===== src/slmon_defines.vh =====
// Constants shared by the serial link enable and alarm monitor
`ifndef SLMON_DEFINES_VH
`define SLMON_DEFINES_VH

// Alarm status bit positions
`define SLMON_ALM_CPLL 0
`define SLMON_ALM_SPLL 1
`define SLMON_ALM_LINK 2
`define SLMON_ALM_REALIGN 3
`define SLMON_ALM_CLOCK 4
`define SLMON_ALM_FIFO 5
`define SLMON_ALM_W 6

// Reset values
`define SLMON_ALM_RESET 6'h00
`define SLMON_MASK_NONE 6'h00

// Link states
`define SLMON_ST_OFF 2'h0
`define SLMON_ST_CGS 2'h1
`define SLMON_ST_ILAS 2'h2
`define SLMON_ST_DATA 2'h3

// Timing defaults, in clock cycles, frames and multiframes
`define SLMON_FRAME_DIV 4
`define SLMON_MF_LEN_8B 32
`define SLMON_EMB_LEN_64B 64
`define SLMON_ILAS_MF 4

`endif


===== src/slmon_skid.v =====
// Two-entry buffer with registered ready for the sample stream
`timescale 1ns/100ps
module slmon_skid
#(
   parameter DW = 32
)
(
   input wire i_sys_clk,
   input wire i_rst,
   input wire i_flush,
   input wire i_accept_en,
   input wire [DW-1:0] i_data,
   input wire i_valid,
   output reg o_ready,
   output reg [DW-1:0] o_data,
   output reg o_valid,
   input wire i_ready
);
   reg [DW-1:0] spare;
   reg spare_full;
   wire push;
   wire pop;
   wire [1:0] count;
   reg [1:0] next_count;

   assign push = i_valid & o_ready;
   assign pop = o_valid & i_ready;
   assign count = {1'b0, o_valid} + {1'b0, spare_full};

   always @*
   begin
      next_count = count;
      if (push & ~pop)
         next_count = count + 2'h1;
      else if (pop & ~push)
         next_count = count - 2'h1;
   end

   always @(posedge i_sys_clk)
   begin
      if (i_rst | i_flush)
      begin
         o_valid <= 1'b0;
         spare_full <= 1'b0;
         o_ready <= 1'b0;
         o_data <= {DW{1'b0}};
         spare <= {DW{1'b0}};
      end
      else
      begin
         // Ready is registered from next_count, so it is high only when the buffer will be empty and no word lands after the stall starts
         o_ready <= i_accept_en & (next_count == 2'h0);
         if (pop | ~o_valid)
         begin
            if (spare_full)
            begin
               o_data <= spare;
               o_valid <= 1'b1;
               spare_full <= push;
               spare <= i_data;
            end
            else
            begin
               o_data <= i_data;
               o_valid <= push;
            end
         end
         else if (push)
         begin
            spare <= i_data;
            spare_full <= 1'b1;
         end
      end
   end
endmodule // slmon_skid


===== src/slmon_top.v =====
// Serial link enable, local multiframe timing and alarm monitor
//
// How it works
// - Enable low: reset, serializer powerdown, clock gate.
// - Enable high releases block and starts link.
// - In subclass 1, SYSREF resets multiframe or extended multiblock counter.
// - Subclass 0 free-runs local multiframe counter.
// - In 8b/10b mode, SYNC request starts CGS then ILAS.
// - Six alarm sources are detected.
// - Each alarm sets its own status bit.
// - Status bits sticky, cleared by writing one.
// - Unmasked alarms raise the summary flag.
// - Status pin shows alarm when selected.
// - Channel A/B clock mismatch sets clock alarm while both channels powered.
// - Lane FIFO upset sets that lane's alarm.
// - Enable toggle resets link state, counters and output buffer, not lane FIFO alarms.
`timescale 1ns/100ps
`include "slmon_defines.vh"
module slmon_top
#(
   parameter LANES = 8,
   parameter DW = 32,
   parameter FRAME_DIV = `SLMON_FRAME_DIV,
   parameter MF_LEN_8B = `SLMON_MF_LEN_8B,
   parameter EMB_LEN_64B = `SLMON_EMB_LEN_64B,
   parameter ILAS_MF = `SLMON_ILAS_MF
)
(
   input wire i_sys_clk,
   input wire i_rst,
   input wire i_link_enable,
   input wire i_sel_8b10b,
   input wire i_subclass1,
   input wire i_sysref,
   input wire i_sync_n,
   input wire i_cpll_locked,
   input wire i_spll_locked,
   input wire i_chan_a_clk,
   input wire i_chan_b_clk,
   input wire i_powerdown_chan_a,
   input wire i_powerdown_chan_b,
   input wire [LANES-1:0] i_lane_fifo_err,
   input wire [`SLMON_ALM_W-1:0] i_alarm_status_clear,
   input wire [LANES-1:0] i_lane_fifo_alarm_clear,
   input wire [`SLMON_ALM_W-1:0] i_alarm_mask,
   input wire i_cal_status_sel_alarm,
   input wire i_cal_status_other,
   input wire [DW-1:0] i_data,
   input wire i_data_valid,
   output wire o_data_ready,
   output wire [DW-1:0] o_data,
   output wire o_data_valid,
   input wire i_data_ready,
   output reg o_link_reset,
   output reg o_serializer_powerdown,
   output reg o_link_clk_enable,
   output reg [1:0] o_link_state,
   output reg o_mf_edge,
   output reg [7:0] o_mf_count,
   output reg [`SLMON_ALM_W-1:0] o_alarm_status,
   output reg [LANES-1:0] o_lane_fifo_alarm,
   output reg o_alarm,
   output reg o_cal_status_pin
);
   ////////////////////////////////////////////////////////////////////////////
   // Frame and half-rate enables
   reg [7:0] frame_div;
   reg frame_en;
   reg half_en;
   reg [7:0] mf_len;
   reg [7:0] next_mf_count;
   reg sysref_hit;
   reg [7:0] ilas_cnt;
   reg [1:0] next_state;
   reg [`SLMON_ALM_W-1:0] alarm_event;
   reg [`SLMON_ALM_W-1:0] next_status;
   wire [LANES-1:0] next_lane_alarm;
   wire link_on;

   assign link_on = i_link_enable & ~o_link_reset;

   always @(posedge i_sys_clk)
   begin
      if (i_rst | ~link_on)
      begin
         frame_div <= 8'h00;
         frame_en <= 1'b0;
         half_en <= 1'b0;
      end
      else
      begin
         half_en <= ~half_en;
         frame_en <= (frame_div == FRAME_DIV[7:0] - 8'h01);
         if (frame_div == FRAME_DIV[7:0] - 8'h01)
            frame_div <= 8'h00;
         else
            frame_div <= frame_div + 8'h01;
      end
   end

   ////////////////////////////////////////////////////////////////////////////
   // Local multiframe / extended multiblock counter
   always @*
   begin
      mf_len = i_sel_8b10b ? MF_LEN_8B[7:0] : EMB_LEN_64B[7:0];
      sysref_hit = i_subclass1 & i_sysref & link_on;
      next_mf_count = o_mf_count;
      if (sysref_hit)
         next_mf_count = 8'h00;
      else if (frame_en)
      begin
         // Without SYSREF the phase is whatever the release left it at
         if (o_mf_count == mf_len - 8'h01)
            next_mf_count = 8'h00;
         else
            next_mf_count = o_mf_count + 8'h01;
      end
   end

   always @(posedge i_sys_clk)
   begin
      if (i_rst)
      begin
         o_link_reset <= 1'b1;
         o_serializer_powerdown <= 1'b1;
         o_link_clk_enable <= 1'b0;
         o_mf_count <= 8'h00;
         o_mf_edge <= 1'b0;
      end
      else
      begin
         o_link_reset <= ~i_link_enable;
         o_serializer_powerdown <= ~i_link_enable;
         o_link_clk_enable <= i_link_enable;
         o_mf_count <= link_on ? next_mf_count : 8'h00;
         o_mf_edge <= link_on & frame_en & (next_mf_count == 8'h00);
      end
   end

   ////////////////////////////////////////////////////////////////////////////
   // Link state (8b/10b): CGS while SYNC is low, ILAS from a multiframe edge, then data
   always @*
   begin
      next_state = o_link_state;
      case (o_link_state)
         `SLMON_ST_OFF:
            if (link_on)
               next_state = i_sel_8b10b ? `SLMON_ST_CGS : `SLMON_ST_DATA;
         `SLMON_ST_CGS:
            if (~i_sync_n)
               next_state = `SLMON_ST_CGS;
            else if (o_mf_edge)
               next_state = `SLMON_ST_ILAS;
         `SLMON_ST_ILAS:
            if (~i_sync_n)
               next_state = `SLMON_ST_CGS;
            else if (o_mf_edge & (ilas_cnt == ILAS_MF[7:0] - 8'h01))
               next_state = `SLMON_ST_DATA;
         default:
            if (i_sel_8b10b & ~i_sync_n)
               next_state = `SLMON_ST_CGS;
      endcase
      if (~link_on)
         next_state = `SLMON_ST_OFF;
   end

   always @(posedge i_sys_clk)
   begin
      if (i_rst)
      begin
         o_link_state <= `SLMON_ST_OFF;
         ilas_cnt <= 8'h00;
      end
      else
      begin
         o_link_state <= next_state;
         if (o_link_state != `SLMON_ST_ILAS)
            ilas_cnt <= 8'h00;
         else if (o_mf_edge)
            ilas_cnt <= ilas_cnt + 8'h01;
      end
   end

   ////////////////////////////////////////////////////////////////////////////
   // Alarm sources, sticky status and summary
   always @*
   begin
      alarm_event = `SLMON_ALM_RESET;
      alarm_event[`SLMON_ALM_CPLL] = ~i_cpll_locked;
      alarm_event[`SLMON_ALM_SPLL] = ~i_spll_locked;
      alarm_event[`SLMON_ALM_LINK] = link_on & (o_link_state != `SLMON_ST_DATA);
      // Only a SYSREF that moves the phase counts as a realignment
      alarm_event[`SLMON_ALM_REALIGN] = sysref_hit & (o_mf_count != 8'h00);
      // Compared on the device clock divided by two, both channels powered
      alarm_event[`SLMON_ALM_CLOCK] = link_on & half_en & ~i_powerdown_chan_a &
                                      ~i_powerdown_chan_b & (i_chan_a_clk != i_chan_b_clk);
      alarm_event[`SLMON_ALM_FIFO] = link_on & (|i_lane_fifo_err);
      // Set wins over a clear in the same cycle
      next_status = (o_alarm_status & ~i_alarm_status_clear) | alarm_event;
   end

   genvar g;
   generate
      for (g = 0; g < LANES; g = g + 1)
      begin : g_lane
         // A disabled link holds the lane FIFOs in reset, so no error is seen
         assign next_lane_alarm[g] = (o_lane_fifo_alarm[g] & ~i_lane_fifo_alarm_clear[g]) |
                                     (link_on & i_lane_fifo_err[g]);
      end
   endgenerate

   always @(posedge i_sys_clk)
   begin
      if (i_rst)
      begin
         o_alarm_status <= `SLMON_ALM_RESET;
         o_lane_fifo_alarm <= {LANES{1'b0}};
         o_alarm <= 1'b0;
         o_cal_status_pin <= 1'b0;
      end
      else
      begin
         o_alarm_status <= next_status;
         o_lane_fifo_alarm <= next_lane_alarm;
         o_alarm <= |(next_status & ~i_alarm_mask);
         o_cal_status_pin <= i_cal_status_sel_alarm ?
                             |(next_status & ~i_alarm_mask) : i_cal_status_other;
      end
   end

   ////////////////////////////////////////////////////////////////////////////
   // Sample stream buffer, open only in the data state
   slmon_skid #(
      .DW(DW)
   ) u_skid (
      .i_sys_clk(i_sys_clk),
      .i_rst(i_rst),
      .i_flush(~link_on),
      .i_accept_en(next_state == `SLMON_ST_DATA),
      .i_data(i_data),
      .i_valid(i_data_valid),
      .o_ready(o_data_ready),
      .o_data(o_data),
      .o_valid(o_data_valid),
      .i_ready(i_data_ready)
   );
endmodule // slmon_top


===== config.mk =====
export PLATFORM = sky130hd
export DESIGN_NAME = slmon_top
export DESIGN_NICKNAME = d
export VERILOG_FILES = /design/src/slmon_skid.v /design/src/slmon_top.v
export VERILOG_INCLUDE_DIRS = /design/src /design/src/src
export SDC_FILE = /design/constraint.sdc
export NUM_CORES = 1
export LEC_CHECK = 0
export BUFFER_PORTS_ARGS = -buffer_cell sky130_fd_sc_hd__buf_2
export CORE_AREA = 2 2 107 109
export DETAILED_ROUTE_END_ITERATION = 8
export DIE_AREA = 0 0 109 111
export HOLD_SLACK_MARGIN = 0.03
export PLACE_DENSITY = 0.78
export SETUP_SLACK_MARGIN = 0.15
export SYNTH_ARGS = -nofsm -noshare
export SYNTH_HDL_FRONTEND = slang
export SYNTH_SLANG_ARGS = --single-unit

===== constraint.sdc =====
create_clock -name i_sys_clk -period 2.6 [get_ports i_sys_clk]
set_input_delay 0.26 -clock i_sys_clk [delete_from_list [all_inputs] [get_ports i_sys_clk]]
set_output_delay 0.26 -clock i_sys_clk [all_outputs]
set_load 0.005 [all_outputs]

==> impl_metrics.json <==
{
  "synth.ff_latch_count": 114,
  "clock_tree_from_tritoncts": "built",
  "number_of_drc_markers_in_iteration_0": 216,
  "area_growth_pct": 29.8,
  "worstSetupEndpointType": "flip-flop",
  "synth.cell_area_um2": 4830,
  "nFillCells": 977,
  "drt_pass1_iterations": 4,
  "ys_types": 45,
  "ir_drop_mv": 0.334,
  "worstSetupPathType": "flip-flop to flip-flop",
  "wire_length_of_the_first_global_routing_pass_um": 18800,
  "grt_setup_unrepaired": "no",
  "report.final.hold_viol_count": 0,
  "worst-endpoint-arrival_ns": 2.35,
  "die-width_um": 109,
  "timing.final.max_slew_violations": 0,
  "worst_clock_skew_ns": 0.00614,
  "ant_diodes": 0,
  "via_count_of_the_first_global_routing_pass": 4051,
  "syn-mean-instance-area_um2": 9.37,
  "post_synth_inst_count": 516,
  "path_max_fanout": 9,
  "grt_max_degree": 67,
  "tightestPinTransition_ns": 0.652,
  "regArea_um2": 2280,
  "seq_area_frac_synth": 0.472,
  "multiInputGateArea_um2": 2390,
  "leakage_nw": 2.90,
  "number_of_clock_sinks": 114,
  "die_h_um": 111,
  "gr-total-overflow": 0,
  "ys_async_sr_fraction": 0,
  "post_route_cells_drive_above_1_share": 0.284,
  "number_of_setup_buffers_added_after_cts": 0,
  "outcome": "finished, final reports clean",
  "count_of_flip_flops_with_a_built_in_enable_after_synthesis": 0,
  "ys_dominant_reg_cell": "sky130_fd_sc_hd__dfxtp_1",
  "place.gp.congestion": 0.804,
  "dp.final_hpwl_um": 8180,
  "wl_um": 11500,
  "timing.slew.headroom": 0.565,
  "post_dr_wirelength_cell_um": 14.4,
  "global_route.usage.total": 0.194,
  "finalSetupViolCount": 0,
  "route.detailed.drc": 0,
  "numPortBuffers": 140,
  "count_of_antenna_violating_nets_left_after_detailed_routing": 0,
  "whs_ns": 0.101,
  "core_area_um2": 11100,
  "crit-reg2reg-launch": "o_mf_count[0]",
  "routed_via_density": 5.19,
  "worst_setup_hold_path_clk_slew_ns": 0.05,
  "max_frequency_mhz": 484,
  "timing.max_cap.violations": 0,
  "post_layout_nets": 731,
  "final_util": 0.566,
  "floorplan.die_area_um2": 12100,
  "row_count": 39,
  "period_needed_ns": 2.07,
  "critical_path_rt_ns": 2.88,
  "via_count": 4163,
  "power.density_cell_area_nw_per_um2": 715,
  "clk_root_buffer_cell": "sky130_fd_sc_hd__clkbuf_16",
  "timing.final.crit_share": 0.794,
  "worst_setup_path_startpoint": "o_mf_count[0]",
  "initial_util": 0.436,
  "ys.warnings.count": 0,
  "postSynthNetCount": 600,
  "worst_setup_path_start_kind": "flip-flop",
  "hold_buffers": 0,
  "worstHoldStart": "i_lane_fifo_err[6]",
  "cts_h_tree_depth": 4,
  "cts_resized": 0,
  "io_pins": 141,
  "clock_path_buffers": 2,
  "hp-class": "primary input to flip-flop",
  "setup-tns-final_ns": 0,
  "grt_antenna_before_repair": 0,
  "totalPowerFinal_mw": 4.48,
  "clk_latency_ns": 0.40,
  "cts_inserted_buffers": 17
}
==> critical path: stages, from the launching register on <==
cell                        delay, ns
sky130_fd_sc_hd__dfxtp_1         0.39
sky130_fd_sc_hd__inv_1           0.09
sky130_fd_sc_hd__ha_1            0.13
sky130_fd_sc_hd__or4b_2          0.58
sky130_fd_sc_hd__o2111ai_1       0.43
sky130_fd_sc_hd__o221a_2         0.26
sky130_fd_sc_hd__a31oi_1         0.07
==> cell families after synthesis <==
group | Yosys count | synth area share
compound gates | 75 | 0.106
xor+xnor | 23 | 0.0417
fa+ha+maj | 7 | 0.0181
buf+inv | 41 | 0.0362
flops | 114 | 0.472
mux | 67 | 0.139
simple gates | 189 | 0.187
==> power breakdown <==
part           internal [mW]  switching [mW]  total (mW)
clock network           1.76           0.772        2.54
logic                 0.0844          0.0818       0.166
registers               1.77          0.0109        1.78
total                   3.62           0.865        4.48
==> metal layers <==
layer,routed length (um),track usage,vias up
li1,-,-,2068
met1,4960,0.230,1938
met2,5650,0.330,136
met3,711,0.0517,21
met4,211,0.0769,0
met5,0,0,-
==> synthesized netlist by cell type, types with 3 or more instances <==
cell type | count | area [um^2]
sky130_fd_sc_hd__dfxtp_1 | 114 | 2280
sky130_fd_sc_hd__or4_1 | 4 | 30.0
sky130_fd_sc_hd__nand2_1 | 16 | 60.1
sky130_fd_sc_hd__mux2i_1 | 67 | 671
sky130_fd_sc_hd__nor2b_1 | 10 | 62.6
sky130_fd_sc_hd__o22a_1 | 3 | 26.3
sky130_fd_sc_hd__nand3_1 | 12 | 60.1
sky130_fd_sc_hd__nor3b_1 | 3 | 22.5
sky130_fd_sc_hd__clkbuf_1 | 18 | 67.6
sky130_fd_sc_hd__nand4_1 | 11 | 68.8
sky130_fd_sc_hd__a21oi_1 | 19 | 95.1
sky130_fd_sc_hd__and3_1 | 6 | 37.5
sky130_fd_sc_hd__o21ai_0 | 4 | 20.0
sky130_fd_sc_hd__a211oi_1 | 34 | 255
sky130_fd_sc_hd__a31oi_1 | 3 | 18.8
sky130_fd_sc_hd__nand2b_1 | 7 | 43.8
sky130_fd_sc_hd__xor2_1 | 18 | 158
sky130_fd_sc_hd__buf_1 | 7 | 26.3
sky130_fd_sc_hd__buf_2 | 4 | 20.0
sky130_fd_sc_hd__ha_1 | 7 | 87.6
sky130_fd_sc_hd__or3_1 | 3 | 18.8
sky130_fd_sc_hd__nor2_1 | 104 | 390
sky130_fd_sc_hd__inv_1 | 8 | 30.0
sky130_fd_sc_hd__nor3_1 | 3 | 15.0
sky130_fd_sc_hd__xnor2_1 | 5 | 43.8
==> layout make-up <==
class                      instances  share of cell area
clock buffer                      21              0.0750
clock inverter                    10              0.0287
inverter                           8             0.00479
multi-input combinational        361               0.381
sequential                       114               0.364
tap                              143              0.0285
timing repair buffer             145               0.118
==> cell usage in the layout (no fill, tap or decap), drive strengths merged, types with 4 or more instances in the layout <==
master and n:
inv 8, a21oi 19, mux2i 67, nand2b 7, nand2 16, ha 7
bufinv 5, dfxtp 114, xnor2 5, clkbuf 21, nor2b 10, nand3 12
and3 6, o21ai 4, buf 145, nor2 104, nand4 11, xor2 18
a211oi 34, or4 4
==> path summary, 6_finish.rpt <==
| kind | to | slack [ns] | depth (start not counted) |
|---|---|---|---|
| worst max-delay path | o_cal_status_pin | 0.53 | 6 |
| worst min-delay path | o_lane_fifo_alarm[6] | 0.10 | 3 |
| worst min register to register | half_en | 0.43 | 1 |
| worst max register to register | o_cal_status_pin | 0.53 | 6 |
==> through the flow <==
step	setup slack, ns	cells	instance area, um^2
finish	0.535	802	6270
global route	0.443	802	6270
CTS	0.548	802	6270
detailed placement	0.555	771	5620
global placement	0.613	771	5620
floorplan	0.526	516	4830
==> flip-flops by register name, indices dropped and copies added, names as in the netlist, 2 cells and up <==
signal             flops
o_link_state           2
ilas_cnt               8
frame_div              8
o_mf_count             8
o_alarm_status         6
u_skid.spare          32
o_lane_fifo_alarm      8
u_skid.o_data         32
Note: power is estimated with default switching activity, not from simulation.
